## src/adc_port_cfg.svh

```systemverilog
// Summary of operation
// - select high at start rise: convert, chip-select mode, float output.
// - select and conversion start both low: output driven low.
// - no busy: after conversion, select falling puts result msb on output.
// - later result bits follow successive sck falls, valid on both edges.
// - no busy: output floats at 18th sck fall (24th with status on) or select rise, first wins.
// - busy: output goes from float to driven low when conversion ends.
// - busy: msb first on sck falls; float at 19th fall (25th with status on) or select rise.
// - start rise with sck and select low: convert, daisy mode, busy off.
// - daisy: msb driven at conversion end, rest shifted on sck falls.
// - daisy: select sampled on sck rise feeds shift register behind result.
// - registers are not readable in daisy mode; status bits show setup.
// - turbo is not combined with daisy-chain operation.
// - status word: overvoltage, span, high-z, turbo, two reserved bits.
`ifndef ADC_PORT_CFG_SVH
`define ADC_PORT_CFG_SVH
`define RESULT_BITS 18
`define STATUS_BITS 6
`define FRAME_BITS 24
`define FRAME_MSB 23
`define CNT_W 5
`define WR_BITS 16
`define CLK_PERIOD_NS 40
`define CONV_TIME_NS 320
`define CONV_CYCLES ((`CONV_TIME_NS + `CLK_PERIOD_NS - 1) / `CLK_PERIOD_NS)
`define CONV_CNT_W 4
`endif

```

## src/adc_port_pkg.sv

```systemverilog
package adc_port_pkg;
    typedef struct packed {
        logic ovr_clamp_n;
        logic span_comp;
        logic high_z;
        logic turbo;
        logic [1:0] rsvd;
    } status_t;
    typedef struct packed {
        logic conv;
        logic sel;
        logic sck;
    } pins_t;
    typedef enum logic [2:0] {
        ST_IDLE,
        ST_CONV,
        ST_WAIT,
        ST_SHIFT,
        ST_DAISY
    } state_t;
endpackage : adc_port_pkg

```

## src/adc_four_wire_daisy_serial_port.sv

```systemverilog
`timescale 1ns/10ps
`default_nettype none
`include "adc_port_cfg.svh"
module adc_four_wire_daisy_serial_port (
    // clock and reset
    input wire logic i_clk,
    input wire logic i_rst_b,
    // link pins from the host
    input wire logic i_conversion_start,
    input wire logic i_serial_in_select,
    input wire logic i_sck,
    // serial output pin
    output logic o_serial_out,
    output logic o_serial_out_oe,
    // converter core
    input wire logic [`RESULT_BITS-1:0] i_result,
    input wire logic i_overvoltage_clamp_flag_n,
    input wire logic i_span_comp,
    input wire logic i_high_z,
    input wire logic i_turbo,
    input wire logic i_status_en,
    // state and register writes
    output logic o_converting,
    output logic o_daisy,
    output logic o_wr_strobe,
    output logic [7:0] o_wr_cmd,
    output logic [7:0] o_wr_data
);
    adc_port_pkg::pins_t s1_q;
    adc_port_pkg::pins_t s2_q;
    adc_port_pkg::pins_t s3_q;
    adc_port_pkg::state_t state_q;
    logic conv_rise;
    logic conv_fall;
    logic sel_rise;
    logic sel_fall;
    logic sck_rise;
    logic sck_fall;
    logic [`CONV_CNT_W-1:0] conv_cnt_q;
    logic conv_done;
    logic daisy_q;
    logic busy_q;
    logic first_q;
    logic stat_q;
    logic in_bit_q;
    logic [`FRAME_MSB:0] sh_q;
    logic [`FRAME_MSB:0] sh_next;
    logic [`CNT_W-1:0] cnt_q;
    logic [`CNT_W-1:0] cnt_inc;
    logic [`CNT_W-1:0] cnt_end;
    logic [`WR_BITS-1:0] wr_sh_q;
    logic [`CNT_W-1:0] wr_cnt_q;
    logic dout_d;
    logic oe_d;
    adc_port_pkg::status_t stat_word;

    // two flops for the pins, a third only for edge finding
    always_ff @(posedge i_clk or negedge i_rst_b) begin
        if (!i_rst_b) begin
            s1_q <= '0;
            s2_q <= '0;
            s3_q <= '0;
        end else begin
            s1_q <= '{conv: i_conversion_start, sel: i_serial_in_select,
                      sck: i_sck};
            s2_q <= s1_q;
            s3_q <= s2_q;
        end
    end

    assign conv_rise = s2_q.conv & ~s3_q.conv;
    assign conv_fall = ~s2_q.conv & s3_q.conv;
    assign sel_rise = s2_q.sel & ~s3_q.sel;
    assign sel_fall = ~s2_q.sel & s3_q.sel;
    assign sck_rise = s2_q.sck & ~s3_q.sck;
    assign sck_fall = ~s2_q.sck & s3_q.sck;

    // turbo only reports in status; daisy sequencing never reads it
    assign stat_word = '{ovr_clamp_n: i_overvoltage_clamp_flag_n,
                         span_comp: i_span_comp, high_z: i_high_z,
                         turbo: i_turbo, rsvd: 2'h0};

    always_ff @(posedge i_clk or negedge i_rst_b) begin
        if (!i_rst_b) begin
            conv_cnt_q <= '0;
        end else if (state_q == adc_port_pkg::ST_IDLE && conv_rise) begin
            conv_cnt_q <= `CONV_CNT_W'(`CONV_CYCLES - 1);
        end else if (conv_cnt_q != '0) begin
            conv_cnt_q <= conv_cnt_q - `CONV_CNT_W'(1);
        end
    end

    assign conv_done = (state_q == adc_port_pkg::ST_CONV) &&
                       (conv_cnt_q == '0);

    // daisy shifting: the upstream bit lands right behind the frame end
    always_comb begin
        sh_next = {sh_q[`FRAME_MSB-1:0], in_bit_q};
        if (!stat_q) begin
            sh_next[`STATUS_BITS] = in_bit_q;
        end
    end

    assign cnt_inc = cnt_q + `CNT_W'(1);
    // busy frames carry one extra leading fall before the msb
    assign cnt_end = (stat_q ? `CNT_W'(`FRAME_BITS) : `CNT_W'(`RESULT_BITS))
                     + {{(`CNT_W-1){1'b0}}, busy_q};

    always_ff @(posedge i_clk or negedge i_rst_b) begin
        if (!i_rst_b) begin
            in_bit_q <= 1'b0;
        end else if (sck_rise) begin
            in_bit_q <= s2_q.sel;
        end
    end

    // main sequencing
    always_ff @(posedge i_clk or negedge i_rst_b) begin
        if (!i_rst_b) begin
            state_q <= adc_port_pkg::ST_IDLE;
            daisy_q <= 1'b0;
            busy_q <= 1'b0;
            first_q <= 1'b0;
            stat_q <= 1'b0;
            sh_q <= '0;
            cnt_q <= '0;
        end else begin
            unique case (state_q)
                adc_port_pkg::ST_IDLE: begin
                    if (conv_rise) begin
                        state_q <= adc_port_pkg::ST_CONV;
                        daisy_q <= ~s2_q.sel & ~s2_q.sck;
                        busy_q <= 1'b0;
                    end
                end
                adc_port_pkg::ST_CONV: begin
                    if (conv_done) begin
                        sh_q <= {i_result, stat_word};
                        stat_q <= i_status_en;
                        cnt_q <= '0;
                        if (daisy_q) begin
                            state_q <= adc_port_pkg::ST_DAISY;
                        end else if (!s2_q.sel) begin
                            state_q <= adc_port_pkg::ST_SHIFT;
                            busy_q <= 1'b1;
                            first_q <= 1'b1;
                        end else begin
                            state_q <= adc_port_pkg::ST_WAIT;
                        end
                    end
                end
                adc_port_pkg::ST_WAIT: begin
                    if (!s2_q.conv) begin
                        state_q <= adc_port_pkg::ST_IDLE;
                    end else if (sel_fall) begin
                        state_q <= adc_port_pkg::ST_SHIFT;
                        first_q <= 1'b0;
                    end
                end
                adc_port_pkg::ST_SHIFT: begin
                    if (!s2_q.conv || sel_rise) begin
                        state_q <= adc_port_pkg::ST_IDLE;
                    end else if (sck_fall) begin
                        cnt_q <= cnt_inc;
                        if (cnt_inc == cnt_end) begin
                            state_q <= adc_port_pkg::ST_IDLE;
                        end else if (first_q) begin
                            first_q <= 1'b0;
                        end else begin
                            sh_q <= {sh_q[`FRAME_MSB-1:0], 1'b0};
                        end
                    end
                end
                adc_port_pkg::ST_DAISY: begin
                    if (conv_fall) begin
                        state_q <= adc_port_pkg::ST_IDLE;
                    end else if (sck_fall) begin
                        sh_q <= sh_next;
                    end
                end
            endcase
        end
    end

    // register write capture while conversion start stays low
    always_ff @(posedge i_clk or negedge i_rst_b) begin
        if (!i_rst_b) begin
            wr_sh_q <= '0;
            wr_cnt_q <= '0;
            o_wr_strobe <= 1'b0;
            o_wr_cmd <= 8'h00;
            o_wr_data <= 8'h00;
        end else begin
            o_wr_strobe <= 1'b0;
            if (state_q == adc_port_pkg::ST_IDLE && !s2_q.conv) begin
                if (sck_rise) begin
                    wr_sh_q <= {wr_sh_q[`WR_BITS-2:0], s2_q.sel};
                    if (wr_cnt_q != `CNT_W'(`WR_BITS)) begin
                        wr_cnt_q <= wr_cnt_q + `CNT_W'(1);
                    end
                end
            end else if (conv_rise && wr_cnt_q == `CNT_W'(`WR_BITS)) begin
                // last sixteen bits shifted in form command then data
                o_wr_strobe <= 1'b1;
                o_wr_cmd <= wr_sh_q[`WR_BITS-1:8];
                o_wr_data <= wr_sh_q[7:0];
                wr_cnt_q <= '0;
            end else if (s2_q.conv) begin
                wr_cnt_q <= '0;
            end
        end
    end

    // output pin, no register readback path exists in daisy mode
    always_comb begin
        dout_d = 1'b0;
        oe_d = 1'b0;
        unique case (state_q)
            adc_port_pkg::ST_IDLE: begin
                oe_d = ~s2_q.sel & ~s2_q.conv;
            end
            adc_port_pkg::ST_CONV: begin
                oe_d = 1'b0;
            end
            adc_port_pkg::ST_WAIT: begin
                oe_d = 1'b0;
            end
            adc_port_pkg::ST_SHIFT: begin
                oe_d = 1'b1;
                dout_d = first_q ? 1'b0 : sh_q[`FRAME_MSB];
            end
            adc_port_pkg::ST_DAISY: begin
                oe_d = 1'b1;
                dout_d = sh_q[`FRAME_MSB];
            end
        endcase
    end

    always_ff @(posedge i_clk or negedge i_rst_b) begin
        if (!i_rst_b) begin
            o_serial_out <= 1'b0;
            o_serial_out_oe <= 1'b0;
            o_converting <= 1'b0;
            o_daisy <= 1'b0;
        end else begin
            o_serial_out <= dout_d;
            o_serial_out_oe <= oe_d;
            o_converting <= (state_q == adc_port_pkg::ST_CONV);
            o_daisy <= daisy_q;
        end
    end
endmodule : adc_four_wire_daisy_serial_port
`default_nettype wire

```

## config.mk

```make
export PLATFORM = sky130hd
export DESIGN_NAME = adc_four_wire_daisy_serial_port
export DESIGN_NICKNAME = d
export VERILOG_FILES = /design/src/adc_port_pkg.sv /design/src/adc_four_wire_daisy_serial_port.sv
export VERILOG_INCLUDE_DIRS = /design/src /design/src/src
export SDC_FILE = /design/constraint.sdc
export NUM_CORES = 1
export LEC_CHECK = 0
export BUFFER_PORTS_ARGS = -buffer_cell sky130_fd_sc_hd__buf_4
export CAP_MARGIN = 10
export CORE_MARGIN = 4
export CORE_UTILIZATION = 62
export CTS_CLUSTER_DIAMETER = 120
export DETAILED_ROUTE_END_ITERATION = 6
export PLACE_DENSITY_LB_ADDON = 0.3
export SETUP_SLACK_MARGIN = 0.4
export SYNTH_ARGS = -nofsm -noshare
export SYNTH_HDL_FRONTEND = slang
export SYNTH_SLANG_ARGS = --single-unit
```

## constraint.sdc

```tcl
create_clock -name i_clk -period 3.7 [get_ports i_clk]
set_input_delay 0.37 -clock i_clk [delete_from_list [all_inputs] [get_ports i_clk]]
set_output_delay 0.37 -clock i_clk [all_outputs]
set_load 0.1 [all_outputs]
```

==> qor.yml, run 1 <==
pin_count: 49
initial_core_util_pct: 65.21
post-route-util_pct: 74.74
cts.sinks: 92
dr_wl_met2_um: 3818
vias_per_cell: 5.798
slew_headroom_pct: 38.48
grt_pass1_vias: 2877
hold_viol: 0
fp.coreArea_um2: 6495
numPortBuffers: 48
start_kind: "flop"
totalWireLength_um: 7939
power.leakage_nw: 2.376
vdd_ir_drop_max_v: 0.0003407
rsz0062_at_grt: "false"
cp.arrival_ns: 2.85
overflow: 0
yosys_warnings: 0
grt_max_degree: 69
die_w_um: 90.65
syn-instance-count: 359
maxCapViolCount: 0
dr_wl_met3_um: 387
n_antenna_cell: 0
ant_nets: 0
dpl.hpwl_um: 5316
synth_flop_cell: "dfrtp_1"
synth_cell_types: 49
drive_gt1_share_pct: 32.28
routed.top_layer: "met4"
multi_input_area_um2: 1807
place_ws_ns: 1.111
post-route-min-period_ns: 2.606
ys_seq_area_share_pct: 54.36
cts_buffers: 9
fmax_ghz: 0.3837
outcome: "finished, final reports clean"
tritoncts: "done"
whs_ns: 0.09287
async_flop_share_pct: 100.0
reg2reg_depth: 5
num-nets-final: 439
pwr_density_cell_nw_per_um2: 751.5
avgRoutedWirePerCell_um: 16.24
synth-edff-count: 0
drtPass1Iterations: 4
endpoint_kind: "flop"
seqCellArea_um2: 2302
clock_skew_ns: 0.01085
tightestPinTransition_ns: 0.9144
root_buffer: "clkbuf_8"
path_max_fanout: 24
slew_viol_final: 0
place_congestion: 0.9574
syn2layout_area_growth_pct: 14.62
setup_tns_ns: 0
die_area_um2: 8217
cts_resized: 0
met1_length_um: 3584
cts_buffer_depth: 2
antenna_found_initial: 0
vias: 2835
r2r_setup_slack_ns: 1.09
synth.avg_cell_area_um2: 11.80
required_ns: 3.94
ys_ff_latch: 92
regToRegEndpoint: "sh_q[6]"
n_fill_cell: 433
synth_fp_nets: 391
netlist_area_um2: 4235
cts_setup_buffers: 0
die_y_um: 90.65
initialDrtViolationCount: 196
placementRows: 29
timing.final.ws_setup_ns: 1.094
path_clk_slew_ns: 0.09
setup_viol_count_final: 0
grt_pass1_wl_um: 13920
rr_startpoint: "cnt_q[0]"
worstSetupPathType: "reg -> reg"
clock_insertion_delay_worst_skew_ns: 0.36
timing.final.crit_share_pct: 70.43
drc: 0
cts_hold_buf: 0
htreeDepth: 3
track_usage_pct: 21.05
hold_path.class: "in -> async"
[per-stage QoR]
step | instances | total power [mW] | area [µm²]
5_1_grt | 489 | 3.864 | 4855
4_1_cts | 489 | 3.668 | 4855
3_5_place_dp | 473 | 2.902 | 4633
2_1_floorplan | 359 | 2.689 | 4235
3_3_place_gp | 473 | 2.843 | 4633
6_report | 489 | 3.648 | 4855
[cells in the final DEF (no fill, tap or decap), types with 6 or more instances in the layout]
cell type  instances
buf_4             51
clkbuf_8           9
dfrtp_1           92
inv_1             11
mux2_2            42
mux2_4            18
nand2_1           63
nand2b_1          10
nand3_1            8
nor2_1            11
nor3_1             7
o21ai_0           13
o21ai_1            6
[worst max-delay path: stages, from the launching register on]
cell and delay (ns):
dfrtp_1 0.47, ha_1 0.36, or4b_4 0.56, a211oi_2 0.25, nand3b_4 0.44, mux2_2 0.39
[final cells by class]
| type | count | share of cell area (%) |
|---|---|---|
| inverters | 12 | 0.9278 |
| clock buffers | 10 | 2.629 |
| flip-flops and latches | 92 | 47.42 |
| repair buffers | 51 | 7.887 |
| well taps | 77 | 1.985 |
| clock inverters | 6 | 1.933 |
| multi-input cells | 241 | 37.22 |
[per-layer routing]
layer / track usage [%] / up-vias
met5: 0 / -
met4: 8.036 / 0
met3: 5.250 / 16
met2: 32.49 / 72
met1: 28.81 / 1399
li1: - / 1348
[synthesized netlist by cell type (all sizes together) (5+ instances only)]
| master | number | area [µm²] |
|---|---|---|
| inv | 11 | 41.29 |
| nand3 | 8 | 40.04 |
| nor3 | 7 | 35.03 |
| buf | 5 | 55.05 |
| o21ai | 19 | 95.09 |
| clkbuf | 9 | 33.78 |
| mux2 | 61 | 754.5 |
| nor3b | 6 | 50.05 |
| nand2b | 10 | 62.56 |
| dfrtp | 92 | 2302 |
| nand2 | 63 | 236.5 |
| nor2 | 12 | 45.04 |
[registers in the layout (all words and copies together), names as in the netlist, 4 cells and up]
signal	flops
conv_cnt_q	4
o_wr_data	8
sh_q	24
cnt_q	5
o_wr_cmd	8
wr_sh_q	16
wr_cnt_q	5
[power by group]
| part | switching (mW) | internal [mW] | total [mW] |
|---|---|---|---|
| Combinational | 0.690 | 0.744 | 1.43 |
| Sequential | 0.212 | 1.25 | 1.46 |
| Clock | 0.363 | 0.387 | 0.750 |
| Total | 1.27 | 2.38 | 3.65 |
[kinds of logic after synthesis]
logic type / synth area share [%]
fa+ha+maj: 1.182
compound gates: 7.149
buf+inv: 3.161
simple gates: 14.18
mux: 18.52
flops: 54.36
xor+xnor: 1.448
[how the worst max path moves through the flow]
stage | startpoint | end | slack [ns] | depth (start not counted)
2_1_floorplan | cnt_q[0] | sh_q[10] | 1.39 | 6
3_3_place_gp | cnt_q[0] | sh_q[9] | 1.18 | 5
3_5_place_dp | cnt_q[0] | sh_q[6] | 1.11 | 5
4_1_cts | cnt_q[0] | sh_q[6] | 1.09 | 5
5_1_grt | cnt_q[0] | sh_q[6] | 0.96 | 5
6_report | cnt_q[0] | sh_q[6] | 1.09 | 5
Power figures use the tool's default switching activity.
==> inputs of run 2 (changes only) <==
--- a/config.mk
+++ b/config.mk
@@ -9,7 +9,7 @@
 export BUFFER_PORTS_ARGS = -buffer_cell sky130_fd_sc_hd__buf_4
 export CAP_MARGIN = 10
 export CORE_MARGIN = 4
-export CORE_UTILIZATION = 62
+export CORE_UTILIZATION = 52
 export CTS_CLUSTER_DIAMETER = 120
 export DETAILED_ROUTE_END_ITERATION = 6
 export PLACE_DENSITY_LB_ADDON = 0.3
==> constraint.sdc (replaced) <==
create_clock -name i_clk -period 2.25 [get_ports i_clk]
set_input_delay 0.225 -clock i_clk [delete_from_list [all_inputs] [get_ports i_clk]]
set_output_delay 0.225 -clock i_clk [all_outputs]
set_load 0.1 [all_outputs]
==> run 2 against run 1 <==
Compared with the run above:
- sequential power up 62%
- clock power increased by 55%
- critical endpoint is now sh_q[7]
- cell count is 12% higher
- critical path type unchanged
==> qor.yml, run 2 (synthesis gave the netlist of run 1 again) <==
outcome: "finished, final reports clean"
whs_ns: 0.1107
grt_pass1_wl_um: 13670
initial_core_util_pct: 54.25
p_sw_mw: 2.248
root_buffer: "clkbuf_8"
pin_count: 49
place_congestion: 0.9085
drtPass1Iterations: 4
endpoint_kind: "flop"
place_inst: 514
placementRows: 32
slew_headroom_pct: 68.04
vias: 2884
vias_per_cell: 5.263
antenna_found_initial: 0
r2r_setup_slack_ns: 0.02
tritoncts: "done"
post-route-util_pct: 68.17
clkPwrFrac_pct: 17.8
comb_power_share_pct: 46.2
die_y_um: 98.25
die_area_um2: 9653
instances_no_fill: 548
reg2reg_depth: 6
htreeDepth: 3
regToRegEndpoint: "sh_q[7]"
drc: 0
syn2layout_area_growth_pct: 25.67
grt_pass1_vias: 2839
slew_viol_final: 0
pwr_density_cell_nw_per_um2: 1230
fmax_ghz: 0.4480
grt_max_degree: 57
power.share.switching_pct: 34.33
path_clk_slew_ns: 0.09
overflow: 0
setup_viol_count_final: 0
power.leakage_nw: 2.571
p_int_mw: 4.300
rsz0062_at_grt: "true"
num-nets-final: 473
power_frac_seq_pct: 36.0
n_fill_cell: 558
track_usage_pct: 17.32
largest_reg_flops: 24
post-route-min-period_ns: 2.232
n_antenna_cell: 0
hold_viol: 0
reg_top3: "sh_q x24, wr_sh_q x16"
cts_buffer_depth: 2
final_common_cell: "dfrtp_1"
required_ns: 2.49
drive_gt1_share_pct: 41.93
cp.arrival_ns: 2.47
timing.final.crit_share_pct: 99.20
endpoint: "sh_q[7]"
dpl.hpwl_um: 5309
avgRoutedWirePerCell_um: 14.47
start_kind: "flop"
vdd_ir_drop_max_v: 0.0005679
fp.coreArea_um2: 7807
worstSetupPathType: "reg -> reg"
totalWireLength_um: 7929
p_total_mw: 6.548
clock_skew_ns: 0.01315
tightestPinTransition_ns: 0.4794
multi_input_area_um2: 1918
cts.sinks: 92
worstSetupStartpoint: "cnt_q[1]"
numPortBuffers: 48
hold_path.class: "in -> reg"
cts_buffers: 9
clock_insertion_delay_worst_skew_ns: 0.36
top_register: "sh_q"
layout_common_cells: "dfrtp_1 (90), buf_4 (72), nand2_1 (63)"
die_w_um: 98.25
seqCellArea_um2: 2305
path_max_fanout: 8
initialDrtViolationCount: 153
rr_startpoint: "cnt_q[1]"
ant_nets: 0
maxCapViolCount: 0
==> run 2: metrics by stage <==
step / setup slack, ns / setup TNS, ns / cell area, µm²
finish: 0.01791 / 0 / 5323
global route: -0.06932 / -0.7182 / 5323
CTS: 0.005406 / 0 / 5255
detailed placement: -0.03423 / -0.1095 / 4866
global placement: 0.008646 / 0 / 4866
floorplan: 0.07736 / 0 / 4269
==> run 2: what timing repair did <==
item | in CTS | in global routing
resized for setup | 13 | 14
pin swaps | 6 | 3
hold buffers | 4 | 0
setup buffers | 12 | 1
cloned | 0 | 1
hold endpoints to repair | 39 | 0
endpoints found under the setup margin | 48 | 65
==> run 2: power by group through the flow <==
stage	sequential, mW	clock [mW]	combinational [mW]
after detailed placement	2.38	0	2.71
after global placement	2.36	0	2.64
after CTS	2.35	1.20	2.98
after global routing	2.41	1.28	3.27
final	2.36	1.16	3.03
after floorplan	2.48	0	1.99
==> run 2: how the worst min path moves through the flow <==
stage | from | end | slack, ns | cells after the start
finish | i_status_en | stat_q | 0.11 | 2
global route | i_status_en | stat_q | 0.1 | 2
CTS | i_status_en | stat_q | 0.1 | 2
detailed placement | i_rst_b | cnt_q[4] | 0.22 | 1
global placement | i_rst_b | cnt_q[4] | 0.22 | 1
floorplan | i_rst_b | busy_q | -0.07 | 0
==> run 2: critical path, stage by stage, from the launching register on <==
cell and delay [ns]:
dfrtp_2 0.45, ha_4 0.25, or4b_4 0.52, a211oi_2 0.21
nand3b_4 0.22, buf_12 0.14, mux2_2 0.33
==> run 2: cell type report <==
| class | count | share of cell area (%) |
|---|---|---|
| clock inverters | 7 | 1.669 |
| clock buffers | 9 | 2.327 |
| multi-input cells | 241 | 36.04 |
| inverters | 12 | 0.9168 |
| flip-flops and latches | 92 | 43.30 |
| well taps | 102 | 2.398 |
| repair inverters | 1 | 0.09403 |
| repair buffers | 84 | 13.26 |
==> run 2: per-layer routing <==
metal | GRT usage [%] | wire length [µm] | share of wire [%]
met5 | 0 | 0 | 0
met4 | 6.723 | 123 | 1.6
met3 | 3.500 | 369 | 4.7
met2 | 26.75 | 3802 | 48
met1 | 24.23 | 3634 | 46
==> inputs of run 3 (changes only) <==
--- a/config.mk
+++ b/config.mk
@@ -8,8 +8,10 @@
 export LEC_CHECK = 0
 export BUFFER_PORTS_ARGS = -buffer_cell sky130_fd_sc_hd__buf_4
 export CAP_MARGIN = 10
+export CELL_PAD_IN_SITES_DETAIL_PLACEMENT = 0
+export CELL_PAD_IN_SITES_GLOBAL_PLACEMENT = 1
 export CORE_MARGIN = 4
-export CORE_UTILIZATION = 52
+export CORE_UTILIZATION = 42
 export CTS_CLUSTER_DIAMETER = 120
 export DETAILED_ROUTE_END_ITERATION = 6
 export PLACE_DENSITY_LB_ADDON = 0.3
==> run 3 against run 2 <==
Compared with the run above:
- the run now ends with negative setup slack left
- clock skew about the same
- sequential share of layout area down 0.21 points
- count of clock-buffer cells in the layout unchanged
- critical path depth unchanged
- worst hold slack worse by 0.024 ns
- routed wire length up 4.5%
- combinational power about the same
- maximum frequency down 2.4%
- non-clock buffer count down 1
- cell area up 0.49%
- critical endpoint is now sh_q[1]
==> qor.yml, run 3 (synthesis gave the netlist of run 1 again) <==
outcome: "finished with violations"
violations: "negative setup slack"
track_usage_pct: 14.57
tritoncts: "done"
avgRoutedWirePerCell_um: 14.34
endpoint: "sh_q[1]"
placementRows: 36
die_area_um2: 11750
clkPwrFrac_pct: 17.1
cts_buffers: 9
fp.coreArea_um2: 9819
post-route-util_pct: 54.47
cp_slowest_stage_delay_ns: 0.54
numPortBuffers: 48
n_fill_cell: 895
crit_slowest_cell: "or4b_4"
setup_viol_count_final: 21
min-delay-start: "i_status_en"
timing.final.crit_share_pct: 101.6
endpoint_kind: "flop"
final_common_cell: "dfrtp_1"
overflow: 0
path_max_fanout: 7
cts_buffer_depth: 2
drive_gt1_share_pct: 41.12
cts.sinks: 92
vdd_ir_drop_max_v: 0.0005409
rr_startpoint: "cnt_q[1]"
top_register: "sh_q"
layout_common_cells: "dfrtp_1 (90), buf_4 (73), nand2_1 (63)"
power.share.switching_pct: 35.36
multi_input_area_um2: 1917
die_w_um: 108.4
grt_max_degree: 40
hold_viol: 0
regToRegEndpoint: "sh_q[1]"
slew_viol_final: 0
cp_top_family: "simple AND/OR/NAND/NOR gates"
initial_core_util_pct: 43.13
power.leakage_nw: 2.587
worstSetupPathType: "reg -> reg"
seqCellArea_um2: 2305
pin_count: 49
clock_insertion_delay_worst_skew_ns: 0.37
rsz0062_at_grt: "true"
clock_skew_ns: 0.01306
root_buffer: "clkbuf_8"
path_clk_slew_ns: 0.10
hold_path.class: "in -> reg"
slew_headroom_pct: 70.71
required_ns: 2.51
num-nets-final: 472
largest_reg_flops: 24
drtPass1Iterations: 4
p_sw_mw: 2.305
vias_per_cell: 5.010
grt_pass1_wl_um: 13560
post-route-min-period_ns: 2.287
ant_nets: 0
power_frac_seq_pct: 36.7
initialDrtViolationCount: 157
totalWireLength_um: 8287
whs_ns: 0.08679
place_congestion: 0.8372
grt_pass1_vias: 2862
path_depth: 6
comb_power_share_pct: 46.3
cp.arrival_ns: 2.55
cp_num_buf_inv: 1
antenna_found_initial: 0
worstSetupStartpoint: "cnt_q[1]"
n_antenna_cell: 0
reg_top3: "sh_q x24, wr_sh_q x16"
vias: 2896
syn2layout_area_growth_pct: 26.29
htreeDepth: 3
reg2reg_depth: 6
crit_path_cell_trace: "ha_4, or4b_4, a211oi_4, nand3b_4, clkbuf_16, mux2_4"
dpl.hpwl_um: 5583
p_int_mw: 4.214
maxCapViolCount: 0
r2r_setup_slack_ns: -0.04
die_y_um: 108.4
start_kind: "flop"
fmax_ghz: 0.4373
tightestPinTransition_ns: 0.4374
drc: 0
timing.final.ws_setup_ns: -0.03671
pwr_density_cell_nw_per_um2: 1219
-- run 3: cell count changes in the layout (fill, tap and decap cells not counted), sizes merged --
cell	before	now
buf	80	78
bufinv	1	0
clkbuf	9	10
clkinv	0	3
clkinvlp	3	2
inv	16	15
-- run 3: metrics by stage --
stage | std cells | TNS [ns] | area (µm²) | setup slack, ns | total power [mW]
2_1_floorplan | 359 | 0 | 4269 | 0.07736 | 4.475
5_1_grt | 578 | -1.607 | 5349 | -0.07819 | 6.917
3_3_place_gp | 548 | 0 | 4927 | 0.04489 | 5.051
6_report | 578 | -0.4801 | 5349 | -0.03671 | 6.519
3_5_place_dp | 548 | -0.1610 | 4927 | -0.02184 | 5.115
4_1_cts | 575 | -0.1719 | 5265 | -0.01985 | 6.444
-- run 3: worst reg2reg max path: stages, from the launching register on --
cell and delay [ns]:
dfrtp_2 0.45, ha_4 0.25, or4b_4 0.54, a211oi_4 0.24, nand3b_4 0.24, clkbuf_16 0.18
mux2_4 0.29
-- run 3: routing by layer --
| layer | vias up | GRT usage (%) | wire (µm) |
|---|---|---|---|
| met2 | 67 | 22.20 | 3733 |
| met4 | 0 | 5.951 | 127 |
| met5 | - | 0 | 0 |
| met1 | 1408 | 20.59 | 4050 |
| met3 | 14 | 2.567 | 375 |
| li1 | 1407 | - | - |
-- run 3: area by class of cell --
type,instances,share of cell area (%)
Multi-Input combinational cell,241,35.84
Timing Repair Buffer,83,13.17
Clock inverter,7,1.474
Sequential cell,92,43.09
Inverter,12,0.9123
Clock buffer,9,2.316
Timing Repair inverter,1,0.09357
Tap cell,133,3.111
-- run 3: power groups by stage --
stage               Sequential, mW  Combinational [mW]  Clock (mW)
floorplan                     2.48                1.99           0
global placement              2.39                2.66           0
detailed placement            2.41                2.71           0
CTS                           2.38                2.91        1.15
global route                  2.45                3.24        1.23
finish                        2.39                3.02        1.11
-- run 3: worst min path at each step --
stage	end	slack (ns)	cells after the start
2_1_floorplan	busy_q	-0.07	0
3_3_place_gp	cnt_q[3]	0.20	1
3_5_place_dp	cnt_q[3]	0.20	1
4_1_cts	stat_q	0.07	2
5_1_grt	stat_q	0.08	2
6_report	stat_q	0.09	2
-- run 3: repair_timing --
| action | in CTS | in global routing |
|---|---|---|
| gates resized for setup | 13 | 12 |
| endpoints found under the hold margin | 33 | 0 |
| hold buffers | 4 | 0 |
| setup buffers | 7 | 1 |
| pin swaps | 5 | 2 |
| cloned | 0 | 2 |
| endpoints found under the setup margin | 32 | 69 |
